## src/common/vga_defs.svh

```systemverilog
// Register indices, field values, reset values and decode constants.
`ifndef VGA_DEFS_SVH
`define VGA_DEFS_SVH
`define IDX_SEG_TRAP     16'h00B9
`define IDX_REGION_MASK  16'h00BA
`define IDX_IO_TRAP      16'h8004
`define IDX_GFX_CTL      16'h0010
`define IDX_GFX_MASK     16'h0011
`define IDX_REFRESH      16'h0012
`define IDX_STATUS       16'h0013
`define IDX_PAL_BASE     16'h0020
`define SEG_TRAP_RESET   3'h0
`define IO_TRAP_RESET    3'h0
`define REGION_RESET     32'h00000000
`define GFX_CTL_RESET    16'h0000
`define GFX_MASK_RESET   28'hFF0000F
`define REFRESH_RESET    31'h00000000
`define SEG_A_LO         17'h00014
`define SEG_A_HI         17'h00015
`define SEG_B_LO         17'h00016
`define SEG_B_HI         17'h00017
`define IO_MONO          12'h03B
`define IO_PIXEL_PATH_UNIT          12'h03C
`define IO_COLOR         12'h03D
`define MAP_NORMAL       2'h0
`define MAP_ODD_EVEN     2'h1
`define MAP_QUAD         2'h2
`define WM_FILL          2'h0
`define WM_REPLICATE     2'h2
`define WM_FILL_MASKED   2'h3
`define ROP_COPY         2'h0
`define ROP_AND          2'h1
`define ROP_OR           2'h2
`define ROP_XOR          2'h3
`define PIX_CGA          2'h1
`define PIX_EGA          2'h0
`define PIX_VGA          2'h2
`endif

```

## src/common/vga_pkg.sv

```systemverilog
// Types shared by the VGA memory path and its bench.
package vga_pkg;
  typedef struct packed {
    logic        valid;
    logic        write;
    logic [31:0] addr;
    logic [7:0]  data;
  } host_req_type;
  typedef struct packed {
    logic        req;
    logic        we;
    logic [15:0] addr;
    logic [3:0]  be;
    logic [31:0] wdata;
  } fb_req_type;
  typedef enum logic [1:0] {IDLE, ISSUE, CAPTURE} host_state_type;
endpackage

```

## src/vga_mem_path.sv

```systemverilog
// VGA memory datapath with host mapping, refresh pixel path and trap logic.
`timescale 1ns/1ps
`default_nettype none
`include "vga_defs.svh"
module vga_mem_path
  import vga_pkg::*;
#(
  parameter int FRAME_LINES = 525
)(
  input  wire logic         pclk,
  input  wire logic         presetn,
  input  wire logic         psel,
  input  wire logic         penable,
  input  wire logic         pwrite,
  input  wire logic [17:0]  paddr,
  input  wire logic [31:0]  pwdata,
  output logic      [31:0]  prdata,
  output logic              pready,
  output logic              pslverr,
  input  wire host_req_type host_req,
  output logic              host_ready,
  output logic              host_done,
  output logic      [7:0]   host_rdata,
  input  wire logic         io_valid,
  input  wire logic [15:0]  io_addr,
  output logic              smi_trap,
  output var fb_req_type    fb_req,
  input  wire logic [31:0]  fb_rdata,
  input  wire logic         mclk25_tick,
  input  wire logic         mclk28_tick,
  output logic      [15:0]  refresh_addr,
  input  wire logic [31:0]  refresh_data,
  output logic              dot_valid,
  output logic      [7:0]   dac_index
);

  // Refuse frame lengths that the ten-bit line counter cannot hold.
  if (FRAME_LINES < 2 || FRAME_LINES > 1023) begin : g_bad_lines
    $error("FRAME_LINES must lie between 2 and 1023");
  end

  // Software state.
  logic [2:0]  seg_trap_ctl;
  logic [31:0] region_trap_mask;
  logic [2:0]  io_range_trap_ctl;
  logic [15:0] gfx_ctl;
  logic [27:0] gfx_mask;
  logic [30:0] refresh_ctl;
  logic [5:0]  palette [16];

  // Field views of the control words.
  logic [1:0] write_mode, rop_sel, write_map, seg_map, read_plane_index;
  logic [2:0] rotate_amount;
  logic       read_mode, odd_even_read, odd_even_page_select;
  logic [3:0] plane_write_mask, plane_fill_select, plane_fill_value;
  logic [3:0] plane_match_value, plane_match_ignore, palette_input_mask;
  logic [7:0] latch_select_mask, chars_per_line;
  logic [1:0] addr_shift, pixel_format_field, color_select;
  logic [9:0] split_screen_row;
  logic       clk_sel28, dot_halve, char_nine;
  assign write_mode           = gfx_ctl[1:0];
  assign rop_sel              = gfx_ctl[3:2];
  assign rotate_amount        = gfx_ctl[6:4];
  assign read_mode            = gfx_ctl[7];
  assign read_plane_index     = gfx_ctl[9:8];
  assign write_map            = gfx_ctl[11:10];
  assign odd_even_read        = gfx_ctl[12];
  assign odd_even_page_select = gfx_ctl[13];
  assign seg_map              = gfx_ctl[15:14];
  assign plane_write_mask     = gfx_mask[3:0];
  assign plane_fill_select    = gfx_mask[7:4];
  assign plane_fill_value     = gfx_mask[11:8];
  assign plane_match_value    = gfx_mask[15:12];
  assign plane_match_ignore   = gfx_mask[19:16];
  assign latch_select_mask    = gfx_mask[27:20];
  assign clk_sel28            = refresh_ctl[0];
  assign dot_halve            = refresh_ctl[1];
  assign char_nine            = refresh_ctl[2];
  assign addr_shift           = refresh_ctl[4:3];
  assign pixel_format_field   = refresh_ctl[6:5];
  assign palette_input_mask   = refresh_ctl[10:7];
  assign split_screen_row     = refresh_ctl[20:11];
  assign chars_per_line       = refresh_ctl[28:21];
  assign color_select         = refresh_ctl[30:29];

  // APB decode; the slave never waits, so pready is tied high.
  logic [15:0] idx;
  logic        apb_wr, is_pal, mapped;
  logic [9:0]  scan_line;
  logic [15:0] char_addr;
  assign idx     = paddr[17:2];
  assign is_pal  = idx[15:4] == 12'(`IDX_PAL_BASE >> 4);
  assign apb_wr  = psel && penable && pwrite;
  assign pready  = 1'b1;
  assign pslverr = psel && penable && !mapped;

  // Read data mux; unmapped indices read zero and flag an error.
  always_comb begin
    mapped = 1'b1;
    prdata = 32'h00000000;
    if (is_pal) begin
      prdata = {26'h0000000, palette[idx[3:0]]};
    end else begin
      case (idx)
        `IDX_SEG_TRAP:    prdata = {29'h00000000, seg_trap_ctl};
        `IDX_REGION_MASK: prdata = region_trap_mask;
        `IDX_IO_TRAP:     prdata = {29'h00000000, io_range_trap_ctl};
        `IDX_GFX_CTL:     prdata = {16'h0000, gfx_ctl};
        `IDX_GFX_MASK:    prdata = {4'h0, gfx_mask};
        `IDX_REFRESH:     prdata = {1'b0, refresh_ctl};
        `IDX_STATUS:      prdata = {6'h00, scan_line, char_addr};
        default:          mapped = 1'b0;
      endcase
    end
  end

  // Register writes take effect at the access-phase edge.
  always_ff @(posedge pclk or negedge presetn) begin
    if (!presetn) begin
      seg_trap_ctl      <= `SEG_TRAP_RESET;
      region_trap_mask  <= `REGION_RESET;
      io_range_trap_ctl <= `IO_TRAP_RESET;
      gfx_ctl           <= `GFX_CTL_RESET;
      gfx_mask          <= `GFX_MASK_RESET;
      refresh_ctl       <= `REFRESH_RESET;
    end else if (apb_wr) begin
      case (idx)
        `IDX_SEG_TRAP:    seg_trap_ctl      <= pwdata[2:0];
        `IDX_REGION_MASK: region_trap_mask  <= pwdata;
        `IDX_IO_TRAP:     io_range_trap_ctl <= pwdata[2:0];
        `IDX_GFX_CTL:     gfx_ctl           <= pwdata[15:0];
        `IDX_GFX_MASK:    gfx_mask          <= pwdata[27:0];
        `IDX_REFRESH:     refresh_ctl       <= pwdata[30:0];
        default:          ;
      endcase
    end
  end

  // Palette entries are plain storage, cleared at reset.
  always_ff @(posedge pclk or negedge presetn) begin
    if (!presetn) begin
      for (int i = 0; i < 16; i++) palette[i] <= 6'h00;
    end else if (apb_wr && is_pal) begin
      palette[idx[3:0]] <= pwdata[5:0];
    end
  end

  // Host address decode for the selected mapping.
  logic        vga_hit, take;
  logic [16:0] seg;
  assign seg  = host_req.addr[31:15];
  always_comb begin
    case (seg_map)
      2'h0:    vga_hit = seg == `SEG_A_LO || seg == `SEG_A_HI;
      2'h1:    vga_hit = seg == `SEG_B_LO;
      2'h2:    vga_hit = seg == `SEG_B_HI;
      default: vga_hit = 1'b0;
    endcase
  end

  // Frame address and byte enables per write mapping.
  logic [15:0] fb_addr;
  logic [3:0]  fb_be;
  logic [1:0]  a_lo;
  assign a_lo = host_req.addr[1:0];
  always_comb begin
    fb_addr = host_req.addr[15:0];
    fb_be   = plane_write_mask;
    if (write_map == `MAP_ODD_EVEN) begin
      fb_addr = {host_req.addr[15:1], odd_even_page_select};
      fb_be   = (a_lo[0] ? 4'hA : 4'h5) & plane_write_mask;
    end else if (write_map == `MAP_QUAD) begin
      fb_addr = {host_req.addr[15:2], 2'h0};
      fb_be   = (4'h1 << a_lo) & plane_write_mask;
    end
  end

  // Write datapath: rotator, write mode, raster unit, latch select.
  logic [31:0] latch, mode_out, rop_out, wr_data;
  logic [7:0]  rot, sel_mask;
  assign rot = 8'((({host_req.data, host_req.data}) >> rotate_amount));
  always_comb begin
    sel_mask = latch_select_mask;
    for (int b = 0; b < 4; b++) begin
      case (write_mode)
        `WM_REPLICATE:   mode_out[b*8 +: 8] = {8{host_req.data[b]}};
        `WM_FILL_MASKED: mode_out[b*8 +: 8] = {8{plane_fill_value[b]}};
        default: // Mode 1 is not native and falls back to mode 0.
          mode_out[b*8 +: 8] = plane_fill_select[b] ?
                               {8{plane_fill_value[b]}} : rot;
      endcase
    end
    if (write_mode == `WM_FILL_MASKED) begin
      sel_mask = rot & latch_select_mask;
    end
    case (rop_sel)
      `ROP_AND: rop_out = mode_out & latch;
      `ROP_OR:  rop_out = mode_out | latch;
      `ROP_XOR: rop_out = mode_out ^ latch;
      default:  rop_out = mode_out;
    endcase
    // A zero mask with copy leaves the latch, giving screen copies.
    wr_data = (rop_out & {4{sel_mask}}) | (latch & ~{4{sel_mask}});
  end

  // Host access sequencing: one frame buffer cycle per accepted byte that hits the mapping; a miss completes without one.
  host_state_type state;
  logic [1:0]     rd_lo;
  assign host_ready = state == IDLE;
  assign take       = host_ready && host_req.valid;
  always_ff @(posedge pclk or negedge presetn) begin
    if (!presetn) begin
      state     <= IDLE;
      fb_req    <= '0;
      host_done <= 1'b0;
      rd_lo     <= 2'h0;
    end else begin
      host_done  <= 1'b0;
      fb_req.req <= 1'b0;
      case (state)
        IDLE: begin
          if (take && vga_hit) begin
            fb_req <= '{1'b1, host_req.write, fb_addr, fb_be, wr_data};
            rd_lo  <= a_lo;
            state  <= ISSUE;
          end else if (take) begin
            host_done <= 1'b1;
          end
        end
        ISSUE: begin
          host_done <= fb_req.we;
          state     <= fb_req.we ? IDLE : CAPTURE;
        end
        CAPTURE: begin
          host_done <= 1'b1;
          state     <= IDLE;
        end
        default: state <= IDLE;
      endcase
    end
  end

  // Read modes use the raw frame word, never the rotator.
  logic [1:0] rd_plane;
  logic [7:0] rd_byte, cmp;
  always_comb begin
    rd_plane = read_plane_index;
    if (write_map == `MAP_QUAD) begin
      rd_plane = rd_lo;
    end else if (odd_even_read) begin
      rd_plane = {read_plane_index[1], rd_lo[0]};
    end
    rd_byte = fb_rdata[rd_plane*8 +: 8];
    for (int n = 0; n < 8; n++) begin
      cmp[n] = 1'b1;
      for (int b = 0; b < 4; b++) begin
        if (!plane_match_ignore[b] &&
            fb_rdata[b*8+n] != plane_match_value[b]) begin
          cmp[n] = 1'b0;
        end
      end
    end
  end

  // Latch and read result are captured together on every read that hits the mapping.
  always_ff @(posedge pclk or negedge presetn) begin
    if (!presetn) begin
      latch      <= 32'h00000000;
      host_rdata <= 8'h00;
    end else if (state == CAPTURE) begin
      latch      <= fb_rdata;
      host_rdata <= read_mode ? cmp : rd_byte;
    end
  end

  // Trap raised the cycle after the access is seen, before any write.
  logic mem_trap, io_trap;
  logic [4:0] region;
  assign region = host_req.addr[15:11];
  always_comb begin
    mem_trap = 1'b0;
    if (seg == `SEG_A_LO || seg == `SEG_A_HI) begin
      mem_trap = seg_trap_ctl[0] && region_trap_mask[region];
    end else if (seg == `SEG_B_LO) begin
      mem_trap = seg_trap_ctl[1];
    end else if (seg == `SEG_B_HI) begin
      mem_trap = seg_trap_ctl[2];
    end
    case (io_addr[15:4])
      `IO_MONO:  io_trap = io_range_trap_ctl[0];
      `IO_PIXEL_PATH_UNIT:  io_trap = io_range_trap_ctl[1];
      `IO_COLOR: io_trap = io_range_trap_ctl[2];
      default:   io_trap = 1'b0;
    endcase
  end
  always_ff @(posedge pclk or negedge presetn) begin
    if (!presetn) begin
      smi_trap <= 1'b0;
    end else begin
      smi_trap <= (take && mem_trap) || (io_valid && io_trap);
    end
  end

  // Dot and character clocks as enables; master ticks are pclk pulses.
  logic       mtick, half, dot_tick, char_tick;
  logic [3:0] dot_cnt;
  assign mtick     = clk_sel28 ? mclk28_tick : mclk25_tick;
  assign dot_tick  = mtick && (!dot_halve || half);
  assign char_tick = dot_tick && dot_cnt == (char_nine ? 4'h8 : 4'h7);
  always_ff @(posedge pclk or negedge presetn) begin
    if (!presetn) begin
      half    <= 1'b0;
      dot_cnt <= 4'h0;
    end else begin
      if (mtick) half <= !half;
      if (char_tick) begin
        dot_cnt <= 4'h0;
      end else if (dot_tick) begin
        dot_cnt <= dot_cnt + 4'h1;
      end
    end
  end

  // Refresh address pipe with line and split-screen handling.
  logic [7:0] char_col;
  logic       line_end;
  assign line_end     = char_tick && char_col == chars_per_line;
  assign refresh_addr = char_addr << addr_shift;
  always_ff @(posedge pclk or negedge presetn) begin
    if (!presetn) begin
      char_addr <= 16'h0000;
      char_col  <= 8'h00;
      scan_line <= 10'h000;
    end else if (line_end) begin
      char_col <= 8'h00;
      if (scan_line == 10'(FRAME_LINES - 1)) begin
        scan_line <= 10'h000;
        char_addr <= 16'h0000;
      end else begin
        scan_line <= scan_line + 10'h001;
        char_addr <= (scan_line + 10'h001 == split_screen_row) ?
                     16'h0000 : char_addr + 16'h0001;
      end
    end else if (char_tick) begin
      char_col  <= char_col + 8'h01;
      char_addr <= char_addr + 16'h0001;
    end
  end

  // Pixel formatting of the fetched word, one pixel per dot, or per two dots in the VGA format.
  logic [31:0] shift_word;
  logic [2:0]  pix;
  logic [3:0]  pix4;
  logic [7:0]  pix8;
  always_comb begin
    pix8 = shift_word[pix[2:1]*8 +: 8];
    for (int j = 0; j < 4; j++) begin
      pix4[j] = shift_word[j*8 + 7 - pix];
    end
    if (pixel_format_field == `PIX_CGA) begin
      pix4 = pix[2] ?
        {shift_word[31 - 2*pix[1:0] -: 2], shift_word[15 - 2*pix[1:0] -: 2]} :
        {shift_word[23 - 2*pix[1:0] -: 2], shift_word[7 - 2*pix[1:0] -: 2]};
    end
  end
  always_ff @(posedge pclk or negedge presetn) begin
    if (!presetn) begin
      shift_word <= 32'h00000000;
      pix        <= 3'h0;
      dot_valid  <= 1'b0;
      dac_index  <= 8'h00;
    end else begin
      dot_valid <= dot_tick;
      if (char_tick) begin
        shift_word <= refresh_data;
        pix        <= 3'h0;
      end else if (dot_tick && pix != 3'h7) begin
        pix <= pix + 3'h1;
      end
      if (dot_tick) begin
        dac_index <= (pixel_format_field == `PIX_VGA) ? pix8 :
          {color_select, palette[pix4 & palette_input_mask]};
      end
    end
  end

endmodule
`default_nettype wire

```

## config.mk

```make
export PLATFORM = sky130hd
export DESIGN_NAME = vga_mem_path
export DESIGN_NICKNAME = d
export VERILOG_FILES = /design/src/common/vga_pkg.sv /design/src/vga_mem_path.sv
export VERILOG_INCLUDE_DIRS = /design/src /design/src/common
export SDC_FILE = /design/constraint.sdc
export NUM_CORES = 1
export LEC_CHECK = 0
export BUFFER_PORTS_ARGS = -buffer_cell sky130_fd_sc_hd__buf_2
export CORE_MARGIN = 2
export CORE_UTILIZATION = 40
export DETAILED_ROUTE_END_ITERATION = 8
export GPL_TIMING_DRIVEN = 0
export PLACE_DENSITY = 0.72
export SYNTH_ARGS = -nofsm -noshare
export SYNTH_HDL_FRONTEND = slang
export SYNTH_SLANG_ARGS = --single-unit
export TNS_END_PERCENT = 20
```

## constraint.sdc

```tcl
create_clock -name pclk -period 2.9 [get_ports pclk]
set_clock_uncertainty 0.1 [all_clocks]
set_input_delay 0.435 -clock pclk [delete_from_list [all_inputs] [get_ports pclk]]
set_output_delay 0.435 -clock pclk [all_outputs]
set_load 0.01 [all_outputs]
```

==> results of run 1 <==
state kept, by name, indices dropped and copies added, names as in the netlist, 3 cells and up:
name / cells
char_addr: 16
char_col: 8
dac_index: 8
dot_cnt: 4
fb_req: 54
gfx_ctl: 16
gfx_mask: 28
host_rdata: 8
io_range_trap_ctl: 3
latch: 32
palette: 96
pix: 3
refresh_ctl: 31
region_trap_mask: 32
scan_line: 10
seg_trap_ctl: 3
shift_word: 32
area by class of cell:
cell class	instances	area, um2	area share
Antenna cell	9	22.5	0.000755
Buffer	139	778	0.0261
Clock buffer	62	1310	0.0440
Clock inverter	22	239	0.00801
Inverter	89	334	0.0112
Multi-Input combinational cell	1512	13700	0.460
Sequential cell	392	9830	0.329
Tap cell	773	967	0.0324
Timing Repair Buffer	393	2640	0.0886
worst max-delay path by stage:
| stage | from | to | slack, ns | cells after the start |
|---|---|---|---|---|
| final | paddr[13] | prdata[2] | -0.49 | 11 |
| after global routing | paddr[13] | prdata[2] | -0.55 | 11 |
| after CTS | paddr[13] | prdata[11] | -0.45 | 9 |
| after detailed placement | paddr[3] | prdata[1] | -1.20 | 9 |
| after global placement | presetn | dot_valid$_DFF_PN0_ | -6.33 | 1 |
| after floorplan | paddr[13] | prdata[3] | -0.04 | 8 |
synth_stat cells (14+ instances only):
cell / number / area share
sky130_fd_sc_hd__dfrtp_1: 380 / 0.40
sky130_fd_sc_hd__mux2_2: 269 / 0.13
sky130_fd_sc_hd__nand2_1: 207 / 0.033
sky130_fd_sc_hd__mux2i_1: 138 / 0.058
sky130_fd_sc_hd__nor2_1: 110 / 0.017
sky130_fd_sc_hd__o21ai_0: 108 / 0.023
sky130_fd_sc_hd__clkbuf_1: 102 / 0.016
sky130_fd_sc_hd__mux4_2: 98 / 0.093
sky130_fd_sc_hd__inv_1: 88 / 0.014
sky130_fd_sc_hd__ha_1: 71 / 0.037
sky130_fd_sc_hd__xnor2_1: 52 / 0.019
sky130_fd_sc_hd__a21oi_1: 40 / 0.0084
sky130_fd_sc_hd__a31oi_1: 36 / 0.0095
sky130_fd_sc_hd__nand3_1: 35 / 0.0074
sky130_fd_sc_hd__nor3_1: 26 / 0.0055
sky130_fd_sc_hd__a211o_1: 24 / 0.0088
sky130_fd_sc_hd__o21a_1: 24 / 0.0076
sky130_fd_sc_hd__a22oi_1: 23 / 0.0073
sky130_fd_sc_hd__nand2b_1: 22 / 0.0058
sky130_fd_sc_hd__o22ai_1: 22 / 0.0058
sky130_fd_sc_hd__a22o_1: 20 / 0.0074
sky130_fd_sc_hd__nand4_1: 19 / 0.0050
sky130_fd_sc_hd__buf_2: 18 / 0.0038
sky130_fd_sc_hd__xor2_1: 17 / 0.0063
sky130_fd_sc_hd__and3_1: 15 / 0.0039
sky130_fd_sc_hd__buf_1: 14 / 0.0022
cells in the final DEF (no fill, tap or decap), drive strengths merged, types with 17 or more instances in the layout:
master       Yosys  final
ha              71     71
o22ai           22     22
buf             44    388
xnor2           52     52
clkbuf         102    158
mux2i          139    139
nand2          208    208
dlygate4sd3      0     48
inv             88     91
o21a            24     24
a22oi           23     23
o21ai          116    116
nor2           122    122
mux4            98     98
nor3            30     30
nand2b          22     22
a31oi           36     36
nand3           35     35
a21oi           40     40
a211o           24     24
dfrtp          380    380
mux2           283    283
a22o            20     20
xor2            17     17
nand4           20     20
critical path: cells and delay by family:
family	cells	cell delay, ns
AOI/OAI and AO/OA	3	0.36
and+or+nand+nor	5	1.66
buffers and inverters	3	0.39
through the flow:
step	instances	hold WS (ns)
4_1_cts	3361	0.00736
2_1_floorplan	2139	0.0394
5_1_grt	3383	0.0286
6_report	3391	0.0356
3_5_place_dp	3203	0.346
3_3_place_gp	3200	0.356
what timing repair did:
item	in CTS	in global routing
setup endpoints to repair	149	218
hold endpoints to repair	124	0
buffers inserted	29	24
pin swaps	18	36
resized for setup	146	173
hold buffers	48	0
cloned	0	1
layer usage:
metal / share of wire / wire length, um / track usage
met4: 0.046 / 3880 / 0.106
met5: 0.00020 / 17 / 0
met3: 0.079 / 6610 / 0.0453
met1: 0.39 / 33200 / 0.344
met2: 0.48 / 40400 / 0.445
report_power, final:
part,internal [mW],switching (mW)
clock network,3.54,2.46
registers,5.74,0.384
logic,1.19,1.36
cells by family (layout without fill, tap and decap cells):
family	count (synthesis)	count (layout)	synth area share
flip-flops	392	392	0.413
AO/OA/AOI/OAI	348	348	0.0944
buffers and inverters	235	705	0.0403
adder cells (fa/ha/maj)	71	71	0.0374
other	1	10	0.000158
AND/OR/NAND/NOR	503	503	0.103
XOR/XNOR	69	69	0.0254
multiplexers	520	520	0.286
==> metrics.txt, run 1 <==
Mapped Cells between 2,000 and 2,500; Yosys Warn Count 0; cell-by-cell listing of the critical path buf_6, or4_4, or4_4, nor3b_4, nand4_1, nor2_4, buf_4, a222oi_1, o21ai_1, a221o_1, buf_2; largest fanout of any net on the critical path 4; Layout Utilization 0.507; number of hold violations in the final report 0; worst vdd ir 0.460 mV; critical path's most frequent cell sky130_fd_sc_hd__or4_4; layout filler cell count 5,169; maximum count of clock buffers along a single path 3; final setup margin -0.486 ns; placed cell areas 26,300 um2; via count of the first global-routing pass approximately 20,000; Synth Register Bits around 390; Chip Width about 250 um; total power 14.7 mW; worst hold-check path type input pin to register; clock insertion delay at the later pin of the skew report around 0.59 ns; share of synthesized flip-flops with an asynchronous set or reset 1.00; crit path time final roughly 3.4 ns; mean cell area of the mapped netlist 11.1 um2; R2R depth 13; clock root cell sky130_fd_sc_hd__clkbuf_16; post-route cell area approximately 30,000 um2; summed instance area of the synthesized netlist 23,800 um2; net total in the final layout 2,823; stage delay of the slowest cell on the critical path 0.51 ns; die area approximately 61,000 um2; capture point of the worst reg-to-reg path dac_index[5]$_DFFE_PN0P_; worst setup slack before clock tree synthesis -1.20 ns; Area growth, synth to finish 25.5%; grt total ovfl 0; highest achievable clock rate 0.295 GHz; Total Neg Setup Slack -24.48 ns; drt drc 0; most used flip-flop cell after synthesis sky130_fd_sc_hd__dfrtp_1; violated checks negative setup slack; number of top-level pins around 300; DR vias/cell between 5 and 6; RSZ-0062 raised after global routing true; post-synth net total about 2,400; final weighted congestion of routability-driven global placement around 0.96; DR WL/cell roughly 25 um; half-perimeter wire length of the detailed placement result 62,800 um; share of layout cells above drive strength 1 0.383; final period utilization 1.17; global-route wire length before repair 123,000 um; Finish-stage setup viols 104; overall global routing resource usage 0.266; maximum number of pins on one net before global-route repair between 100 and 150; clock edge transition at the registers on the reported setup and hold paths 0.06 ns; Initial Utilization 0.404; total number of H-tree levels 2; number of clock sinks roughly 390; count of vias placed by the detailed router about 20,000; result of the run finished, violations left; critical path endpoint category output pin; Worst Hold Path Cells 2; worst slew margin relative to its limit 0.185; count of flip-flops with a built-in enable after synthesis 0; critical path arrival 2.85 ns; core footprint ~59,000 um2; floorplan die height about 250 um; end point of the worst hold path region_trap_mask[26]$_DFFE_PN0P_; final slew viol count 0; count of port buffers added during placement about 290; Setup crit start kind input pin; startpoint of the most critical register-to-register path pix[1]$_DFFE_PN0P_; CTS tree built; number of violations of the max-capacitance limit 0; standard cell with the maximum stage delay on the critical path sky130_fd_sc_hd__or4_4; critical path data required time between 2 and 2.5 ns; clock buffer count from CTS 45; cell area power density between 400 and 500 nW/um2; share of synthesized area occupied by flip-flops and latches 0.413; Routed Antenna Nets 0; worst min-delay path startpoint pwdata[26]; Reg2Reg Setup Slack -0.08 ns; standard-cell row count slightly below 90; Worst Tran Pin Value about 1.2 ns; final wirelength about 84,000 um; Distinct cells, synth between 70 and 80; path type of the worst setup path input pin to output pin; initial antenna violation count 5; initial drt markers between 1,500 and 2,000; number of iterations in the first detailed-routing pass 5; leakage power total around 14 nW
Power figures use the tool's default switching activity.
==> run 2: changes to the inputs <==
Settings changed: PLACE_DENSITY 0.72 to 0.7.
Clock period 2.9 ns to 3.6 ns, I/O delays scaled along.
==> metrics.txt, run 2 (synthesis results as in run 1) <==
Crit path buffers/inverters 3 (unchanged); max FFs per register 96 (unchanged); crit path time final approximately 3.7 ns; worst slew margin relative to its limit 0.140 (-0.0451); Layout Utilization 0.475 (-0.0315); standard-cell row count 89 (unchanged); critical path endpoint category output pin; worst vdd ir 0.338 mV (-27%); number of top-level pins 304 (unchanged); Finish-stage setup viols 4 (-96%); global-route wire length before repair 123,000 um (+0.28%); final wirelength 83,700 um (-0.50%); half-perimeter wire length of the detailed placement result 63,900 um (+1.6%); switching pwr 3.21 mW (-24%); proportion of power drawn by flip-flops and latches 0.435 (+0.018); drt drc 0 (unchanged); share of total power consumed by net switching 0.284 (-0.00217); final weighted congestion of routability-driven global placement 0.989 (+3.0%); Worst Tran Pin Value 1.28 ns (+0.0591 ns); final setup margin -0.0610 ns (+0.425 ns); Top delay family on crit path simple AND/OR/NAND/NOR gates; overall global routing resource usage 0.270 (+0.00320); number of violations of the max-capacitance limit 0 (unchanged); Routed Antenna Nets 0 (unchanged); highest achievable clock rate ~0.27 GHz; post-route cell area 28,000 um2 (-6.2%); clock edge transition at the registers on the reported setup and hold paths 0.06 ns (about the same); result of the run finished, violations left; Stages on worst setup path 11 (unchanged); combinational power share 0.157 (-0.017); violated checks negative setup slack; maximum count of clock buffers along a single path 3 (unchanged); critical path data required time 2.96 ns (+0.59 ns); startpoint of the most critical register-to-register path refresh_ctl[5]$_DFFE_PN0P_; clock root cell sky130_fd_sc_hd__clkbuf_16; Chip Width 248 um (unchanged); worst min-delay path startpoint refresh_data[12]; CTS tree built; clock insertion delay at the later pin of the skew report 0.59 ns (about the same); largest registers palette x96, fb_req x54; cell area power density 403 nW/um2 (-18%); worst hold-check path type input pin to register; Setup crit start kind input pin; DR vias/cell 5.94 (+1.1%); Area growth, synth to finish 17.7%; launch point of the critical path paddr[13]; clock buffer count from CTS 44 (-2.2%); via count of the first global-routing pass 19,403 (-1.4%); number of hold violations in the final report 0 (unchanged); number of iterations in the first detailed-routing pass 5 (unchanged); maximum number of pins on one net before global-route repair 123 (+0.82%); initial antenna violation count 4 (-1); share of layout cells above drive strength 1 0.331 (-0.0522); count of vias placed by the detailed router 19,570 (-1.9%); cell-by-cell listing of the critical path buf_6, or4_4, or4_4, nor3b_4, nand4_1, nor2_4, buf_6, a222oi_1, o21ai_1, a221o_1, buf_2; largest fanout of any net on the critical path 3 (-1); register bank with the most flops palette; DR WL/cell 25.4 um (+2.5%); commonest non-fill, non-tap cells in the layout sky130_fd_sc_hd__dfrtp_1, sky130_fd_sc_hd__buf_2, sky130_fd_sc_hd__mux2_2; Initial Utilization 0.404 (unchanged); RSZ-0062 raised after global routing true; floorplan die height 248 um (unchanged); stage delay of the slowest cell on the critical path 0.51 ns (about the same); total power 11.3 mW (-23%); cell-internal power 8.07 mW (-23%); standard cell with the maximum stage delay on the critical path sky130_fd_sc_hd__or4_4; most common library cell in the layout ignoring fill and taps sky130_fd_sc_hd__dfrtp_1; core footprint 58,900 um2 (unchanged); path type of the worst setup path input pin to output pin; clock share of power 0.408 (about the same); grt total ovfl 0 (unchanged); Worst Hold Path Cells 3 (+1); R2R depth 11 (-2); critical path arrival 3.02 ns (+0.17 ns); die area 61,400 um2 (unchanged); placed cell areas 26,300 um2 (-0.20%); final period utilization 1.02; number of clock sinks 392 (unchanged); initial drt markers 1,667 (+1.6%); net total in the final layout 2,735 (-3.1%); hold slack 0.0567 ns (+0.0211 ns); count of port buffers added during placement 288 (unchanged); total number of H-tree levels 2 (unchanged); leakage power total 13.3 nW (-5.3%); final slew viol count 0 (unchanged)
-- run 2: changes by cell type in the layout (fill, tap and decap cells not counted), sizes merged --
cell and change:
buf -45, inv -1, dlygate4sd3 -47, diode -6
clkbuf +4, clkinvlp -4
-- run 2: repair_timing --
item,in CTS,in global routing
pin swaps,6,11
resized for setup,46,19
endpoints found under the hold margin,30,0
setup endpoints to repair,34,58
hold buffers,1,0
buffers inserted,6,1
gates cloned,0,1
-- run 2: per-stage QoR --
step	worst slack, ns	cells	setup TNS, ns
after global routing	-0.169	3290	-1.73
after global placement	-5.75	3200	-2243.85
after CTS	-0.0687	3288	-0.146
after floorplan	0.280	2139	0
final	-0.0610	3292	-0.161
after detailed placement	-0.920	3203	-53.44
-- run 2: path summary, 6_finish.rpt --
| kind | to | slack, ns |
|---|---|---|
| hold reg to reg | state[1]$_DFFE_PN0P_ | 0.37 |
| min in group asynchronous | latch[7]$_DFFE_PN0P_ | 0.31 |
| max in group asynchronous | shift_word[31]$_DFFE_PN0P_ | 1.56 |
| setup / recovery | prdata[2] | -0.06 |
| hold / removal | shift_word[12]$_DFFE_PN0P_ | 0.06 |
| setup reg to reg | dac_index[5]$_DFFE_PN0P_ | 0.10 |
-- run 2: area by class of cell --
class,count,area (um2)
Multi-Input combinational cell,1512,13100
Inverter,89,334
Timing Repair Buffer,300,1670
Sequential cell,392,9820
Buffer,145,667
Clock inverter,17,200
Antenna cell,3,7.51
Tap cell,773,967
Fill cell,5377,30900
Clock buffer,61,1240
-- run 2: routing by layer --
layer	up-vias	wire (um)	track usage
met4	6	4430	0.139
met3	196	6990	0.0450
met1	9872	33200	0.348
met2	1013	39100	0.436
met5	-	34	0
li1	8483	-	-
-- run 2: worst min-delay path, delay by kind of cell --
| kind | cells | cell delay [ns] |
|---|---|---|
| AND/OR/NAND/NOR | 2 | 0.08 |
| buffers and inverters | 1 | 0.08 |
-- run 2: power by group through the flow --
| stage | Sequential [mW] | Combinational [mW] | Clock (mW) |
|---|---|---|---|
| finish | 4.90 | 1.77 | 4.60 |
| global route | 4.93 | 1.93 | 4.86 |
| CTS | 4.90 | 1.75 | 4.67 |
| detailed placement | 4.97 | 1.74 | 0 |
| global placement | 4.96 | 1.67 | 0 |
| floorplan | 4.86 | 1.12 | 0 |
==> run 3: changes to the inputs <==
Settings changed: CORE_UTILIZATION 40 to 55, PLACE_DENSITY 0.7 to 0.87.
==> metrics.txt, run 3 (synthesis results as in run 1) <==
CP endpoint prdata[2]; CTS tree built; sequential cell area 9820 um2 (unchanged); critical path data required time 2.96 ns (about the same); drt drc 0 (unchanged); most used routing layer in global routing met2; Layout Utilization 0.647 (+0.172); critical path arrival 3.11 ns (+0.09 ns); Area growth, synth to finish 16.7%; launch point of the critical path paddr[13]; final setup margin -0.148 ns (-0.0867 ns); number of top-level pins 304 (unchanged); Worst Tran Pin Value 1.24 ns (-0.0434 ns); met3 GRT Util 0.0749 (+0.0299); largest fanout of any net on the critical path 4 (+1); clock edge transition at the registers on the reported setup and hold paths 0.06 ns (about the same); worst setup slack before clock tree synthesis -0.774 ns (+0.146 ns); initial drt markers 2,348 (+41%); result of the run finished, violations left; Chip Width 212 um (-14%); startpoint of the most critical register-to-register path refresh_ctl[6]$_DFFE_PN0P_; footprint of the multi-input gates 13,100 um2 (-0.10%); clock buffer count from CTS 43 (-2.3%); total number of H-tree levels 2 (unchanged); core footprint 42,900 um2 (-27%); number of violations of the max-capacitance limit 0 (unchanged); share of layout cells above drive strength 1 0.331 (about the same); floorplan die height 212 um (-14%); number of hold violations in the final report 0 (unchanged); register bank with the most flops palette; highest achievable clock rate 0.267 GHz (-2.3%); global-route wire length before repair 118,000 um (-3.9%); DR vias/cell 6.42 (+8.0%); commonest non-fill, non-tap cells in the layout sky130_fd_sc_hd__dfrtp_1, sky130_fd_sc_hd__buf_2, sky130_fd_sc_hd__mux2_2; final period utilization 1.04 (+0.0241); worst hold-check path type input pin to register; path type of the worst setup path input pin to output pin; worst slew margin relative to its limit 0.174 (+0.0347); net total in the final layout 2,737 (+0.073%); leakage power total 13.3 nW (+0.26%); count of port buffers added during placement 288 (unchanged); hold slack 0.0515 ns (-0.00516 ns); Setup crit start kind input pin; maximum number of pins on one net before global-route repair 128 (+4.1%); cell area power density 405 nW/um2 (+0.58%); worst vdd ir 0.410 mV (+21%); Routed Antenna Nets 0 (unchanged); layout filler cell count 3,196 (-41%); final wirelength 79,500 um (-5.0%); Finish-stage setup viols 22 (+18); overall global routing resource usage 0.351 (+0.0816); initial antenna violation count 5 (+1); met2 usage 0.564 (+0.128); Initial Utilization 0.554 (+0.151); most common library cell in the layout ignoring fill and taps sky130_fd_sc_hd__dfrtp_1; maximum count of clock buffers along a single path 3 (unchanged); clock insertion delay at the later pin of the skew report 0.59 ns (about the same); clock root cell sky130_fd_sc_hd__clkbuf_16; final weighted congestion of routability-driven global placement 0.978 (-1.1%); DR WL/cell 25.6 um (+0.62%); met1 layer usage reported by global route 0.439 (+0.0909); grt total ovfl 0 (unchanged); number of iterations in the first detailed-routing pass 8 (+3); die area 44,900 um2 (-27%); standard-cell row count 76 (-15%); Reg2Reg Setup Slack 0.04 ns (-0.06 ns); via count of the first global-routing pass 19,790 (+2.0%); half-perimeter wire length of the detailed placement result 58,900 um (-7.8%); R2R depth 11 (unchanged); capture point of the worst reg-to-reg path dac_index[5]$_DFFE_PN0P_; RSZ-0062 raised after global routing true; critical path endpoint category output pin; largest registers palette x96, fb_req x54; final slew viol count 0 (unchanged); count of vias placed by the detailed router 19,940 (+1.9%); violated checks negative setup slack; crit path time final 3.75 ns (+0.0867 ns); total power 11.2 mW (-0.23%); max FFs per register 96 (unchanged); number of clock sinks 392 (unchanged)
run 3: cell types whose count changed in the layout (fill, tap and decap cells not counted), moves of 2 or more:
cell,previous run,this run
sky130_fd_sc_hd__clkinv_2,8,4
sky130_fd_sc_hd__clkbuf_4,2,5
sky130_fd_sc_hd__buf_4,17,22
sky130_fd_sc_hd__clkinvlp_4,3,0
sky130_fd_sc_hd__bufinv_16,4,2
sky130_fd_sc_hd__clkbuf_8,5,15
sky130_fd_sc_hd__clkbuf_2,7,4
sky130_fd_sc_hd__nor2_2,2,0
sky130_fd_sc_hd__clkbuf_16,46,44
run 3: worst max-delay path, stage by stage:
cell and delay (ns):
sky130_fd_sc_hd__buf_6 0.09, sky130_fd_sc_hd__or4_1 0.51, sky130_fd_sc_hd__or4_4 0.47, sky130_fd_sc_hd__nor3b_4 0.21
sky130_fd_sc_hd__nand4_1 0.10, sky130_fd_sc_hd__buf_4 0.18, sky130_fd_sc_hd__nor2_4 0.27, sky130_fd_sc_hd__buf_6 0.16
sky130_fd_sc_hd__a222oi_1 0.10, sky130_fd_sc_hd__o21ai_1 0.11, sky130_fd_sc_hd__a221o_1 0.21, sky130_fd_sc_hd__buf_2 0.17
run 3: how the worst min path moves through the flow:
stage	from	to	depth (start not counted)
after CTS	refresh_data[21]	shift_word[21]$_DFFE_PN0P_	3
final	refresh_data[21]	shift_word[21]$_DFFE_PN0P_	3
after global routing	refresh_data[21]	shift_word[21]$_DFFE_PN0P_	3
after global placement	host_rdata[3]$_DFFE_PN0P_	host_rdata[3]$_DFFE_PN0P_	2
after floorplan	presetn	char_addr[0]$_DFFE_PN0P_	0
after detailed placement	host_rdata[1]$_DFFE_PN0P_	host_rdata[1]$_DFFE_PN0P_	2
run 3: what timing repair did:
action                                  4_1_cts  5_1_grt
setup buffers                                 5        7
endpoints found under the setup margin       33       52
gates resized for setup                      32       26
hold endpoints to repair                     67        0
pin swaps                                     4        8
hold buffers                                  1        0
run 3: area by class of cell:
class / instances / area share
Antenna cell: 2 / 0.000180
Clock inverter: 9 / 0.00410
Timing Repair Buffer: 304 / 0.0600
Buffer: 144 / 0.0241
Clock buffer: 70 / 0.0486
Inverter: 89 / 0.0120
Sequential cell: 392 / 0.354
Tap cell: 585 / 0.0264
Multi-Input combinational cell: 1512 / 0.471
run 3: power breakdown:
part	switching, mW	internal, mW	total [mW]
combinational	0.981	0.764	1.74
clock	1.90	2.71	4.61
sequential	0.273	4.62	4.90
run 3: stage by stage:
step | std cells | TNS [ns] | cell area (um2)
2_1_floorplan | 2139 | 0 | 23800
3_3_place_gp | 3012 | -2121.75 | 26000
3_5_place_dp | 3015 | -29.02 | 26000
4_1_cts | 3098 | -0.0681 | 27600
5_1_grt | 3106 | -2.04 | 27800
6_report | 3107 | -0.900 | 27800
run 3: per-layer routing:
metal  up-vias  routed length [um]
met4         8                5040
met2      1273               37100
li1       8476                   -
met3       283                8000
met5         -                  51
met1      9900               29300
